<file path="src/hdl/srbc_pkg.sv">
/*
 * Constants and types for the register comparator block.
 * Assumes a single 40 MHz clock domain and an APB master on that clock.
 */
package srbc_pkg;

	// ==========================================================
	// Data path
	localparam int WIDTH = 8;

	// Function select code, written as {func_select_lo, func_select_hi}
	typedef enum logic [1:0] {
		FN_HOLD = 2'b00,
		FN_READ = 2'b01,
		FN_SHIFT = 2'b10,
		FN_LOAD = 2'b11
	} srbc_func_e;

	// ==========================================================
	// Register map, byte addresses
	localparam logic [7:0] ADDR_CTRL = 8'h00;
	localparam logic [7:0] ADDR_STATUS = 8'h04;
	localparam logic [7:0] ADDR_DATA = 8'h08;

	// Control register fields
	localparam int CTRL_OVERRIDE = 0;
	localparam int CTRL_SEL_HI = 1;
	localparam int CTRL_SEL_LO = 2;
	localparam int CTRL_MODE = 3;
	localparam int CTRL_SE_N = 4;
	localparam int CTRL_BITS = 5;
	localparam logic [CTRL_BITS-1:0] CTRL_RESET = 5'h10;

	// Status register fields
	localparam int STAT_EQ = 8;
	localparam int STAT_GT = 9;
	localparam int STAT_LT = 10;
	localparam int STAT_PRIO = 11;

	// Values after reset
	localparam logic [WIDTH-1:0] STORED_RESET = 8'h00;

endpackage

</file>
<file path="src/hdl/srbc_top.sv">
/*
 * Eight-bit shift register with bus comparator and chaining pins.
 * Assumes pins arrive asynchronously and are synchronised here, and that
 * an external wire resolves open-drain flags and the three-state bus.
 */
// The APB interface to the registers and the address map are this design's own decisions.
`timescale 1ns/1ps
`default_nettype none

// How it works
// - Eight-bit register, shifts from MSB toward LSB
// - All register updates on rising clock edge except the asynchronous reset
// - Both selects low: register holds
// - Read code: drive register onto bus
// - Shift code: one shift per edge
// - Both selects high: load bus byte
// - Bus drivers enabled only when reading
// - Serial in from priority input, out
// - Compare register with bus byte continuously
// - Flags open-drain, true means released
// - Status disabled releases all three flags
// - Mode low unsigned, high signed compare
// - Priority input low turns greater/less off
// - Priority output high on equality with priority input high
// - Greater: equal, less low; greater released
// - Less: equal, greater low; priority low
// - Outside shift, priority out shows equality gated by priority in
module srbc_top
	import srbc_pkg::*;
(
	// Clock and reset
	input wire logic clk,
	input wire logic rst_n,
	// Function and compare control pins
	input wire logic funcSelectLo,
	input wire logic funcSelectHi,
	input wire logic statusEnable_n,
	input wire logic compareMode,
	// Priority or serial chain
	input wire logic prioSerialIn,
	output logic prioSerialOut,
	// Parallel bus, three-state
	input wire logic [WIDTH-1:0] parallelBusIn,
	output logic [WIDTH-1:0] parallelBusOut,
	output logic parallelBusOe_n,
	// Open-drain flags
	output logic flagEqualOut,
	output logic flagEqualOe_n,
	output logic flagGreaterOut,
	output logic flagGreaterOe_n,
	output logic flagLessOut,
	output logic flagLessOe_n,
	// APB slave
	input wire logic psel,
	input wire logic penable,
	input wire logic pwrite,
	input wire logic [7:0] paddr,
	input wire logic [31:0] pwdata,
	output logic [31:0] prdata,
	output logic pready,
	output logic pslverr
);

	// ==========================================================
	// State
	typedef struct packed {
		logic [1:0] selMeta;
		logic [1:0] selSync;
		logic seMeta;
		logic seSync;
		logic modeMeta;
		logic modeSync;
		logic ciMeta;
		logic ciSync;
		logic [WIDTH-1:0] busMeta;
		logic [WIDTH-1:0] busSync;
		logic [WIDTH-1:0] stored;
		logic [CTRL_BITS-1:0] ctrl;
		logic prioOut;
		logic [WIDTH-1:0] busOut;
		logic busOe_n;
		logic eqOe_n;
		logic gtOe_n;
		logic ltOe_n;
		logic [31:0] rdata;
		logic ready;
		logic slverr;
	} srbc_state_s;

	srbc_state_s s;
	srbc_state_s next_s;

	srbc_func_e fnEff;
	logic seEff;
	logic modeEff;
	logic isEqual;
	logic isGreater;
	logic isLess;
	logic apbAccess;

	// ==========================================================
	// Compare as unsigned or two's complement
	function automatic logic srbc_greater(input logic [WIDTH-1:0] a,
		input logic [WIDTH-1:0] b, input logic signedMode);
		if (signedMode) begin
			srbc_greater = $signed(a) > $signed(b);
		end else begin
			srbc_greater = a > b;
		end
	endfunction

	// ==========================================================
	// Effective controls: pins, or software override
	always_comb begin
		if (s.ctrl[CTRL_OVERRIDE]) begin
			fnEff = srbc_func_e'({s.ctrl[CTRL_SEL_LO], s.ctrl[CTRL_SEL_HI]});
			seEff = s.ctrl[CTRL_SE_N];
			modeEff = s.ctrl[CTRL_MODE];
		end else begin
			fnEff = srbc_func_e'(s.selSync);
			seEff = s.seSync;
			modeEff = s.modeSync;
		end
		isEqual = s.stored == s.busSync;
		isGreater = srbc_greater(s.stored, s.busSync, modeEff);
		isLess = srbc_greater(s.busSync, s.stored, modeEff);
		apbAccess = psel && penable && !s.ready;
	end

	// ==========================================================
	// Next state
	always_comb begin
		next_s = s;
		// Two-stage synchronisers
		next_s.selMeta = {funcSelectLo, funcSelectHi};
		next_s.selSync = s.selMeta;
		next_s.seMeta = statusEnable_n;
		next_s.seSync = s.seMeta;
		next_s.modeMeta = compareMode;
		next_s.modeSync = s.modeMeta;
		next_s.ciMeta = prioSerialIn;
		next_s.ciSync = s.ciMeta;
		next_s.busMeta = parallelBusIn;
		next_s.busSync = s.busMeta;

		// Register operation
		unique case (fnEff)
			FN_HOLD: next_s.stored = s.stored;
			FN_READ: next_s.stored = s.stored;
			FN_SHIFT: next_s.stored = {s.ciSync, s.stored[WIDTH-1:1]};
			FN_LOAD: next_s.stored = s.busSync;
		endcase

		// Bus drivers
		next_s.busOut = s.stored;
		next_s.busOe_n = fnEff != FN_READ;

		// Flags, released when true
		next_s.eqOe_n = seEff || isEqual;
		next_s.gtOe_n = seEff || !s.ciSync || isGreater;
		next_s.ltOe_n = seEff || !s.ciSync || isLess;

		// Priority or serial out
		if (fnEff == FN_SHIFT) begin
			next_s.prioOut = s.stored[0];
		end else begin
			next_s.prioOut = s.ciSync && isEqual;
		end

		// APB slave, one wait state
		next_s.ready = apbAccess;
		next_s.slverr = 1'b0;
		next_s.rdata = 32'h0000_0000;
		if (apbAccess) begin
			unique case (paddr)
				ADDR_CTRL: next_s.rdata = {27'h0, s.ctrl};
				ADDR_STATUS: next_s.rdata = {20'h0, s.prioOut, !s.ltOe_n,
					!s.gtOe_n, !s.eqOe_n, s.stored} ^ 32'h0000_0700;
				ADDR_DATA: next_s.rdata = {24'h0, s.stored};
				default: next_s.slverr = 1'b1;
			endcase
		end
		if (psel && penable && s.ready && pwrite && paddr == ADDR_CTRL) begin
			next_s.ctrl = pwdata[CTRL_BITS-1:0];
		end
	end

	// ==========================================================
	// Registers
	always_ff @(posedge clk or negedge rst_n) begin
		if (!rst_n) begin
			s <= '0;
			s.stored <= STORED_RESET;
			s.ctrl <= CTRL_RESET;
			// Status enable starts at its idle, disabled level
			s.seMeta <= 1'b1;
			s.seSync <= 1'b1;
			s.busOe_n <= 1'b1;
			s.eqOe_n <= 1'b1;
			s.gtOe_n <= 1'b1;
			s.ltOe_n <= 1'b1;
		end else begin
			s <= next_s;
		end
	end

	// ==========================================================
	// Outputs
	assign prioSerialOut = s.prioOut;
	assign parallelBusOut = s.busOut;
	assign parallelBusOe_n = s.busOe_n;
	assign flagEqualOut = 1'b0;
	assign flagEqualOe_n = s.eqOe_n;
	assign flagGreaterOut = 1'b0;
	assign flagGreaterOe_n = s.gtOe_n;
	assign flagLessOut = 1'b0;
	assign flagLessOe_n = s.ltOe_n;
	assign prdata = s.rdata;
	assign pready = s.ready;
	assign pslverr = s.slverr;

	// ==========================================================
	// Checks
	a_hold_keeps: assert property (@(posedge clk) disable iff (!rst_n)
		fnEff == FN_HOLD |=> s.stored == $past(s.stored))
		else $error("Hold changed the register");
	a_shift_moves: assert property (@(posedge clk) disable iff (!rst_n)
		fnEff == FN_SHIFT |=>
		s.stored == {$past(s.ciSync), $past(s.stored[WIDTH-1:1])})
		else $error("Shift did not move one place");
	a_load_takes: assert property (@(posedge clk) disable iff (!rst_n)
		fnEff == FN_LOAD |=> s.stored == $past(s.busSync))
		else $error("Load did not take the bus byte");
	a_read_drives: assert property (@(posedge clk) disable iff (!rst_n)
		fnEff == FN_READ |=> !parallelBusOe_n && parallelBusOut ==
		$past(s.stored) && s.stored == $past(s.stored))
		else $error("Read did not drive the register");
	a_bus_released: assert property (@(posedge clk) disable iff (!rst_n)
		fnEff != FN_READ |=> parallelBusOe_n)
		else $error("Bus driven outside read");
	a_flags_off: assert property (@(posedge clk) disable iff (!rst_n)
		seEff |=> flagEqualOe_n && flagGreaterOe_n && flagLessOe_n)
		else $error("Flags pulled while status disabled");
	a_prio_gates: assert property (@(posedge clk) disable iff (!rst_n)
		!s.ciSync |=> flagGreaterOe_n && flagLessOe_n)
		else $error("Greater or less pulled with priority low");
	a_equal_flag: assert property (@(posedge clk) disable iff (!rst_n)
		!seEff |=> flagEqualOe_n == ($past(s.stored) == $past(s.busSync)))
		else $error("Equal flag wrong");
	a_greater_case: assert property (@(posedge clk) disable iff (!rst_n)
		!seEff && s.ciSync && isGreater |=>
		!flagEqualOe_n && !flagLessOe_n && flagGreaterOe_n && !prioSerialOut
		|| $past(fnEff) == FN_SHIFT)
		else $error("Greater result wrong");
	a_less_case: assert property (@(posedge clk) disable iff (!rst_n)
		!seEff && s.ciSync && isLess && fnEff != FN_SHIFT |=>
		!flagEqualOe_n && !flagGreaterOe_n && flagLessOe_n && !prioSerialOut)
		else $error("Less result wrong");
	a_prio_equal: assert property (@(posedge clk) disable iff (!rst_n)
		fnEff != FN_SHIFT |=> prioSerialOut ==
		($past(s.ciSync) && $past(s.stored) == $past(s.busSync)))
		else $error("Priority out does not show equality");
	a_serial_out: assert property (@(posedge clk) disable iff (!rst_n)
		fnEff == FN_SHIFT |=> prioSerialOut == $past(s.stored[0]))
		else $error("Serial out is not the last stage");
	a_signed_sign: assert property (@(posedge clk) disable iff (!rst_n)
		!seEff && s.ciSync && modeEff && s.stored[WIDTH-1] &&
		!s.busSync[WIDTH-1] |=> !flagLessOe_n == 1'b0)
		else $error("Negative value not less in signed mode");
	a_less_uns: assert property (@(posedge clk) disable iff (!rst_n)
		!seEff && s.ciSync && !modeEff && s.stored < s.busSync |=>
		flagLessOe_n && !flagGreaterOe_n && !flagEqualOe_n)
		else $error("Unsigned less result wrong");
	a_great_uns: assert property (@(posedge clk) disable iff (!rst_n)
		!seEff && s.ciSync && !modeEff && s.stored > s.busSync |=>
		flagGreaterOe_n && !flagLessOe_n && !flagEqualOe_n)
		else $error("Unsigned greater result wrong");
	a_equal_row: assert property (@(posedge clk) disable iff (!rst_n)
		!seEff && s.ciSync && s.stored == s.busSync |=>
		flagEqualOe_n && !flagGreaterOe_n && !flagLessOe_n)
		else $error("Equal result wrong");
	a_prio_low: assert property (@(posedge clk) disable iff (!rst_n)
		!s.ciSync && fnEff != FN_SHIFT |=> !prioSerialOut)
		else $error("Priority out high with priority in low");
	a_prio_high: assert property (@(posedge clk) disable iff (!rst_n)
		s.ciSync && s.stored == s.busSync && fnEff != FN_SHIFT |=>
		prioSerialOut)
		else $error("Priority out low on equality");
	a_bus_value: assert property (@(posedge clk) disable iff (!rst_n)
		!parallelBusOe_n |-> parallelBusOut == s.stored)
		else $error("Driven bus differs from register");
	a_ready_pulse: assert property (@(posedge clk) disable iff (!rst_n)
		pready |=> !pready)
		else $error("Ready stood longer than one cycle");
	a_error_ready: assert property (@(posedge clk) disable iff (!rst_n)
		pslverr |-> pready)
		else $error("Error shown without ready");
	a_ctrl_kept: assert property (@(posedge clk) disable iff (!rst_n)
		!(psel && penable && pready && pwrite && paddr == ADDR_CTRL) |=>
		$stable(s.ctrl))
		else $error("Control changed without a write");

endmodule

`default_nettype wire

</file>
<file path="config.mk">
export PLATFORM = sky130hd
export DESIGN_NAME = srbc_top
export DESIGN_NICKNAME = d
export VERILOG_FILES = /design/src/hdl/srbc_pkg.sv /design/src/hdl/srbc_top.sv
export SDC_FILE = /design/constraint.sdc
export NUM_CORES = 1
export LEC_CHECK = 0
export ABC_AREA = 1
export BUFFER_PORTS_ARGS = -buffer_cell sky130_fd_sc_hd__buf_2
export CORE_UTILIZATION = 44
export DETAILED_ROUTE_END_ITERATION = 7
export HOLD_SLACK_MARGIN = 0.06
export PLACE_DENSITY = 0.77
export SYNTH_ARGS = -nofsm -noshare
export SYNTH_HDL_FRONTEND = slang
export SYNTH_SLANG_ARGS = --single-unit
export TNS_END_PERCENT = 20
</file>
<file path="constraint.sdc">
create_clock -name clk -period 1.4 [get_ports clk]
set_input_delay 0.35 -clock clk [delete_from_list [all_inputs] [get_ports clk]]
set_output_delay 0.35 -clock clk [all_outputs]
set_load 0.05 [all_outputs]
</file>
Word level (Yosys, flattened, before mapping) --
Index checks and enable logic that the tools add are counted.
Cells by class: order comparisons 4, eq/ne operators 7, mux-type cells 11, bitwise logic cells 1, reductions and logical operators 19
Operators by type and width (number):
- 12-bit one-hot mux with 3 select lines | 1
- 8-bit > comparator | 4
- 8-bit one-hot mux with 2 select lines | 1
- 12-bit 2-to-1 mux | 1
- 8-bit by 3-bit == test with 1-bit output (second input constant) | 1
- 8-bit by 4-bit == test with 1-bit output (second input constant) | 1
- 8-bit == test | 1
- 8-bit zero test | 1
- 1-bit 2-to-1 mux | 7
- 1-bit logical AND | 6
- 1-bit zero test | 5
- 2-bit == test (second input constant) | 2
- 1-bit logical OR | 4
- 3-bit inverter | 1
- 3-bit OR reduction | 1
- 2-bit by 1-bit == test with 1-bit output (second input constant) | 1
- 2-bit zero test | 1
- 2-bit 2-to-1 mux | 1
- 2-bit by 1-bit != test with 1-bit output (second input constant) | 1
- 2-bit OR reduction | 1
Word-level totals: flip-flop bits (word level) 86, bits of input ports 58, output and inout port bits 50, word-level logic and storage cells 63

Longest topological paths before layout --
Gate-level depths: netlist of run 1.
word-level depth 4, gate-level depth with buffers 12, depth with buffers taken out 12

Worst setup path before layout of run 1 --
Ideal clock, no wire load.
path kind register to register, from register s (netlist bit pready), to register s[47] in the netlist's numbering, library setup time 0.121 ns, arrival 1.228 ns, required time 1.279 ns, slack 0.051 ns, cell stages (with the launch flop) 6, path buffers 0, clock period less this slack 1.349 ns, path through dfrtp_1 -> nand2_1 -> nor2_1 -> nand2_4 -> nor2_1 -> a21oi_1
On the way: word-level cells in the longest chain between the ends 3
Ends and longest elaborated chain:
- start: declaration | line srbc_top.sv:90 | srbc_state_s s;
- start signal: assignment | line srbc_top.sv:203 | s <= next_s;
- 1-bit logical AND (3 in series) | line srbc_top.sv:183 | if (psel && penable && s.ready && pwrite && paddr == ADDR_CTRL) begin
Every way passes these cells. A chain may end at the register's enable or synchronous reset.

Worst setup path after layout of run 1 --
from register s (netlist bit flagGreaterOe_n), to output port flagGreaterOe_n
RTL lines:
- end: declaration | line srbc_top.sv:50 | output logic flagGreaterOe_n,
No word-level cell between the ends.

==> results of run 1 <==
==> cells by family (layout without fill, tap and decap cells) <==
| family | count (synthesis) | in the layout | synth area share |
|---|---|---|---|
| simple gates | 107 | 107 | 0.1621 |
| buf+inv | 77 | 126 | 0.1528 |
| flops | 66 | 66 | 0.5587 |
| compound gates | 24 | 24 | 0.05474 |
| fa+ha+maj | 16 | 16 | 0.06737 |
| other cells | 1 | 23 | 0.001262 |
| xor+xnor | 1 | 1 | 0.002948 |
==> synth_stat cells, drive strengths merged <==
cell,count
dfrtp,59
dfstp,7
nor2,21
o221ai,8
a21oi,11
or2,4
ha,16
o21ai,3
nand3,17
xor2,1
conb,1
a21o,2
buf,44
inv,33
nor3,3
nand2,62
==> flip-flops by register name, summed over array words and instances, names as in the netlist <==
name	cells
pready	1
prdata	12
next_s	21
flagLessOe_n	1
parallelBusOe_n	1
pslverr	1
flagGreaterOe_n	1
parallelBusOut	8
prioSerialOut	1
s	18
flagEqualOe_n	1
==> power breakdown <==
group / total [mW] / switching, mW / internal (mW)
registers: 1.99 / 0.0277 / 1.97
clock network: 1.55 / 0.635 / 0.919
logic: 0.467 / 0.329 / 0.138
==> layer usage <==
metal / GRT usage / part of all wire
met5: 0 / 0
met3: 0.05605 / 0.066
met4: 0.1003 / 0.033
met1: 0.1769 / 0.41
met2: 0.2444 / 0.49
==> path summary, 6_finish.rpt <==
path / endpoint / slack, ps / cells past startpoint
max: flagGreaterOe_n / 0.02 / 1
min: next_s[80] / 110 / 1
max reg2reg: flagLessOe_n / 30 / 9
min reg2reg: s[65] / 340 / 0
max in group asynchronous: flagGreaterOe_n / 480 / 3
min in group asynchronous: next_s[76] / 420 / 2
==> cells in the final DEF, fill, tap and decap left out, drive strengths merged, types with 8 or more instances in the layout <==
cell type,Yosys,layout
buf,44,76
nand2,62,62
dfrtp,59,59
inv,33,33
conb,1,23
nor2,21,21
nand3,17,17
ha,16,16
clkbuf,0,14
a21oi,11,11
o221ai,8,8
==> layout make-up <==
type | count | area [sq um] | area share
repair buffers | 77 | 499.2 | 0.1374
clock buffers | 14 | 162.7 | 0.04477
inverters | 33 | 126.4 | 0.03478
clock inverters | 2 | 35.03 | 0.009642
flip-flops and latches | 66 | 1662 | 0.4573
well taps | 77 | 96.34 | 0.02652
multi-input cells | 171 | 1052 | 0.2896
==> what timing repair did <==
| item | in CTS | in global routing |
|---|---|---|
| pin swaps | 1 | 4 |
| gates cloned | 0 | 0 |
| hold buffers | 1 | 0 |
| setup buffers | 0 | 1 |
| endpoints found under the hold margin | 8 | 0 |
| endpoints found under the setup margin | 16 | 15 |
| resized for setup | 13 | 25 |
==> results.txt, run 1 <==
- The flow ran to the end, but the final reports show violations.
* Violations in the final reports: design-rule violations
* Fill cell count: 544
- Area of the die: 7086 sq um
- Layout Cells excl Fill: 440
- Clock Pin Slew Worst Setup and Hold Paths: 60 ps
- GRT Total Usage: 0.1542
- The initialized floorplan defines 29 standard-cell rows.
- After detailed placement, the total cell area comes to about 3300 sq um.
* Maximum achievable frequency: 0.7143 GHz
- Cell type with the largest total area after synthesis: sky130_fd_sc_hd__dfrtp_1
- The detail route stage leaves a number of antenna-violating nets equal to 0.
- The critical path is of the flop to primary output type.
* Final Cycle Share: 1.000
- The synthesized netlist occupies a cell area of roughly 3000 sq um.
- The slowest stage of the critical path belongs to the cell sky130_fd_sc_hd__dfstp_2.
- Y dimension of the die: 84.18 microns
- Leakage Power: 1.942 nW
- Largest cells by area after synthesis: sky130_fd_sc_hd__dfrtp_1 50%, sky130_fd_sc_hd__buf_4 11%, sky130_fd_sc_hd__nand2_1 7.6%
* Flip-flop and latch count after synthesis: 66
- Pin count of the biggest net entering global routing: 32
* Chain of cells forming the critical path: buf_8
- Worst min-delay path class: primary input to flop
- Setup violations remaining at the end of the flow were counted as 0.
- The design draws 4.014 mW.
- Tightest hold margin: roughly 110 ps
- The number of antenna violations at the first check in global routing came to 0.
- CTS buffer count: 9
- HPWL after detailed placement: 3.770 mm
- Once layout is complete, the utilization of the core stands at 0.5658.
* Setup TNS: 0 ps
- STA classifies the critical path startpoint as a flop.
- Data arrives at the worst endpoint at 1050 ps.
- In the final layout, the share of cells above drive strength 1 is 0.3526.
- Routed vias/inst: ~4.5
* Vias after detailed routing: around 2000
* Seq/Total Area, Yosys: 0.5587
* Final clock skew: ~7.7 ps
* Unique cell type count in the Yosys netlist: 26
* Cell area after layout: around 3600 sq um
- Routed wire length: roughly 5.3 mm
- In this run the number of H-tree levels came out at 3.
- At the worst endpoint, the required time is 1050 ps.
* Highest fanout seen on the critical path: 2
* Syn_area_per_cell: 10.18 sq um
- The die is 84.18 microns wide.
* Count of final max-slew check failures: 0
- Unrepaired setup endpoints after global routing: yes
- The critical path starts at flagGreaterOe_n.
* Area share of the largest cell type after synthesis: 0.4968
- CTS tree: built
* Initial core utilization: 0.4627
* Global route total overflow: 0
- The repair_antennas step left the layout with diodes totalling 0.
- HP Start: statusEnable_n
* Smallest setup slack after layout: around 0.021 ps
- Before antenna repair, the detailed router went through 6 iterations.
- Clock sinks: 66
- Clock Tree Buf Depth: 2
- In the final routed layout, each cell accounts on average for 12.05 microns.
- For this block, the initial DRC count from the detailed router was 126.
* Critical path buffers and inverters: 1
- Prior to clock tree synthesis, the placed netlist has a worst setup slack of -90.84 ps.
- From synthesis to final layout, the design area changed by 22.27%.
* Peak VDD IR: 758.7 uV
* Reg-to-reg critical path startpoint: s[65]
- The final layout contains 432 nets.
* Pwr per Cell Area: between 1000 and 1500 nW/um^2
* Vias in the first global route: 1901
- In the routed design, unresolved DRC markers number 17.
- First-pass GRT wire length: ~8.1 mm
- In this run the tool buffered the top-level ports with 57 buffer cells.
- Minimum clock period after layout: 1400 ps
* Warning count from the yosys run: 0
* Post-synthesis instance total: 292
* Final Wtd Congestion: 0.8298
* Endpoints failing hold: 0
- The total area inside the core boundary comes to 6422 sq um.
* Number of ports placed on the die boundary: 108
- Later-pin clock latency in the skew report: 340 ps
- In this design, the stage delay of the slowest critical-path cell is 570 ps.
- Max-cap check violation count: 0
- The cell sitting at the root of the clock tree is a sky130_fd_sc_hd__clkbuf_8.
- Family with the most delay on the worst path: flip-flops
- Counting tap cells, the placed design contains a total of around 420 instances.
- The worst setup path is captured at a primary output.
No activity file was read; power rests on OpenSTA's default activity.
==> run 2, diff against run 1 <==
ABC_AREA = 0   (was 1)
==> run 2 against run 1 <==
Compared with the run above: the run ends with negative setup slack left; sequential share of layout area shrank 1.1 points; via count is 3.6% lower; first-iteration DRC count is 33% lower; global-route usage increased by 1.6 points; synthesized area fell by 1.9%; worst setup slack worse by 220 ps; flip-flop and latch count did not move; cell count shrank 6.1%.
==> results.txt, run 2 <==
* Leakage Power: about 1.9 nW
- After synthesis the cells add up to 2915 sq um.
- Pwr per Cell Area: 1238 nW/um^2
- In this run the worst hold path is classified as primary input to flop.
- Headroom to the max-slew limit came out at 0.6183.
- Counting flops with a built-in enable in the synthesized netlist gives 0.
- First-pass GRT wire length: 8.990 mm
- Peak VDD IR: 882.3 uV
* Most used flip-flop cell after synthesis: sky130_fd_sc_hd__dfrtp_1
- The final reports fail on negative setup slack.
- For the pin with the worst max-slew slack, the measured transition is about 570 ps.
- Across all layers, the routed design uses 1924 vias.
* Minimum clock period after layout: 1616 ps
* Unique cell type count in the Yosys netlist: 36
* Combinational family with the most area after synthesis: buffers and inverters
- Fraction of registers with async set/reset: 1.000
- From synthesis to final layout, the design area changed by 27.77%.
- Highest fanout seen on the critical path: 3
- After floorplanning, the core was sized to cover approximately 6400 sq um.
* Number of failing setup endpoints in the final timing report: 3
- After clock tree synthesis, the clock-pin slew on the worst setup and hold paths is about 60 ps.
* Area share of the largest cell type after synthesis: 0.5064
- Grouping stages by cell kind, the critical path spends the most delay in simple AND/OR/NAND/NOR gates.
- Counting along the longest clock path gives a buffer depth of 2.
* Number of flip-flops under the largest register name: 21
- Outcome: finished with violations
* Worst R2R Setup Slack: -220 ps
* Horizontal die dimension: 83.40 microns
* Port Buf Inserts: 57
* Routed vias/inst: 4.659
- Post-place instance area: 3349 sq um
* Critical path buffers and inverters: 0
- The signal on the critical path passes through ha_4, a211oi_2, nor2_1, nor2_2, a21oi_1, or3_1.
- Endpoints failing hold: 0
* Data required time at the worst endpoint: approximately 1700 ps
* Later-pin clock latency in the skew report: approximately 340 ps
- The library cells used most frequently in the layout, excluding fill and tap cells, are 56 x sky130_fd_sc_hd__dfrtp_1, 53 x sky130_fd_sc_hd__buf_2, 39 x sky130_fd_sc_hd__buf_4.
- The portion of synthesized area spent on multiplexers is 0.04077.
- Initial core utilization: 0.4565
* Pin count of the biggest net entering global routing: 67
* Critical R2R Capture: flagLessOe_n
- After layout, the design draws a total of 4.613 mW.
- In this design, the stage delay of the slowest critical-path cell is 420 ps.
- Across the run, the number of max-cap violations was 0.
* Worst Setup Start Kind: flop
- The via count of the first global-routing pass is 1994.
* Synth top cells by count: 59 x sky130_fd_sc_hd__dfrtp_1, 43 x sky130_fd_sc_hd__buf_4, 20 x sky130_fd_sc_hd__nor2_1, 17 x sky130_fd_sc_hd__inv_1, 16 x sky130_fd_sc_hd__ha_1
- In the final design database the tool counted 405 nets.
* Share of cells above drive strength 1: 0.4524
- The critical path starts at next_s[43].
* Clock sinks: 66
- Global route total overflow: 0
- After routing the design area is between 3000 and 4000 sq um.
- Post-synthesis instance total: 245
* Most frequent standard cell in the layout excluding fill and tap cells: sky130_fd_sc_hd__dfrtp_1
- Worst setup path endpoint: flagLessOe_n
- GRT Total Usage: 0.1704
- Worst slack at placement: -398.8 ps
* Maximum achievable frequency: 0.6187 GHz
- Seq/Total Area, Yosys: 0.5695
* Routed Antenna Nets: 0
- TritonCTS built the clock tree.
* First DRT Iteration DRCs: 84
- Final clock skew: between 5 and 6 ps
- Number of antenna violations at the first check in global routing: 0
* Flip-flop and latch count after synthesis: 66
* Root buf cell: sky130_fd_sc_hd__clkbuf_8
* Setup TNS: -546.9 ps
- Arrival time at the worst endpoint: 1870 ps
* R2R depth: 6
- The final number of max-transition violations was 0.
- Compound-cell area share of the yosys netlist: 0.08412
- STA classifies the critical path endpoint as a flop.
- The biggest area contributor in the post-synthesis netlist is sky130_fd_sc_hd__dfrtp_1.
- For this run, design rule violations remaining after detail routing come to 0.
- Final Cycle Share: 1.155
- During I/O placement, the number of pins put on the boundary was around 110.
- Number of optimization iterations in the first detailed-route pass: 4
- Rows: 29
* Critical path depth: 6
- The die is between 80 and 90 microns tall.
- Critical path class: flop to flop
- The floorplan step defined a die boundary enclosing approximately 7000 sq um.
- Largest cells by area after synthesis: sky130_fd_sc_hd__dfrtp_1 51%, sky130_fd_sc_hd__buf_4 11%, sky130_fd_sc_hd__ha_1 6.9%
- Summed over all nets, the half-perimeter wirelength after detailed placement is 3.764 mm.
- For this run, the number of Yosys warnings is 0.
- The slowest stage of the critical path is the sky130_fd_sc_hd__dfrtp_1 cell.
- In the final routed layout, each cell accounts on average for approximately 13 microns.
- Of the total synthesized cell area, the portion taken by full adders, half adders and majority gates is 0.06867.
- Of the total synthesized cell area, the portion taken by AND, OR, NAND and NOR gates is 0.09099.
* Xor-xnor portion of the synthesized cell area: 0.003004
- Number of levels in the clock H-tree: 3
- Unrepaired setup endpoints after global routing: yes
* Most used standard cell by instance count after synthesis: sky130_fd_sc_hd__dfrtp_1
* Reg-to-reg critical path startpoint: next_s[43]
- At the end of the flow the core is filled with cells to 0.5833.
- Smallest setup slack after layout: -216.4 ps
- The final layout contains routed wiring with a total length of 5.290 mm.
* CTS buffer count: 9
* Syn_area_per_cell: 11.90 sq um
* N_diodes: 0
- Final Wtd Congestion: 0.8434
==> run 2: cell count changes after synthesis, moves of 8 or more <==
| cell | delta |
|---|---|
| sky130_fd_sc_hd__nand2_1 | -55 |
| sky130_fd_sc_hd__inv_1 | -14 |
| sky130_fd_sc_hd__a211oi_1 | +9 |
| sky130_fd_sc_hd__o221ai_1 | -8 |
| sky130_fd_sc_hd__nand3_1 | -15 |
==> run 2: worst min-delay path by stage <==
| stage | end | cells past startpoint | from | slack [ps] |
|---|---|---|---|---|
| after floorplan | next_s[38] | 0 | rst_n | 50 |
| after global placement | s[60] | 0 | next_s[60] | 330 |
| after detailed placement | s[63] | 0 | next_s[63] | 330 |
| after CTS | next_s[80] | 1 | statusEnable_n | 100 |
| after global routing | next_s[80] | 1 | statusEnable_n | 90 |
| final | next_s[80] | 1 | statusEnable_n | 110 |
==> run 2: metal layers <==
| layer | up-vias | global-route usage | share of wire |
|---|---|---|---|
| li1 | 920 | - | - |
| met1 | 916 | 0.1876 | 0.41 |
| met2 | 73 | 0.2928 | 0.51 |
| met3 | 15 | 0.05467 | 0.054 |
| met4 | 0 | 0.08934 | 0.028 |
| met5 | - | 0 | 0 |
==> run 2: logic make-up after synthesis <==
logic type | count (synthesis)
flip-flops | 66
adder cells (fa/ha/maj) | 16
XOR/XNOR | 1
AO/OA/AOI/OAI | 38
AND/OR/NAND/NOR | 50
buffers and inverters | 64
multiplexers | 9
other | 1
==> run 2: final cells by class <==
cell class	instances	area [sq um]
tap	77	96.34
timing repair buffer	100	675.6
clock inverter	2	35.03
clock buffer	14	172.7
inverter	17	63.81
sequential	66	1664
fill	554	2661
multi-input combinational	137	1017
==> run 2: timing repair <==
item	CTS	global route
hold endpoints to repair	59	0
pin swaps	5	6
hold buffers	1	0
buffers inserted	3	2
endpoints found under the setup margin	23	17
cloned	0	0
resized for setup	28	7
==> run 2: stage by stage <==
step,hold slack [ps],cells
after global routing,92.25,413
after CTS,95.11,411
after detailed placement,334.7,391
after global placement,333.6,391
after floorplan,54.41,267
final,115.0,413
==> run 2: worst reg2reg max path, cell delays in order (launching register included) <==
cell and delay (ps):
sky130_fd_sc_hd__dfrtp_1 420, sky130_fd_sc_hd__ha_4 270, sky130_fd_sc_hd__a211oi_2 260, sky130_fd_sc_hd__nor2_1 90, sky130_fd_sc_hd__nor2_2 120, sky130_fd_sc_hd__a21oi_1 70
sky130_fd_sc_hd__or3_1 300
==> run 2: power by group <==
group | total (mW) | internal (mW) | switching, mW
clock network | 1.60 | 0.967 | 0.638
logic | 0.922 | 0.342 | 0.580
registers | 2.09 | 2.02 | 0.0622
total | 4.61 | 3.33 | 1.28
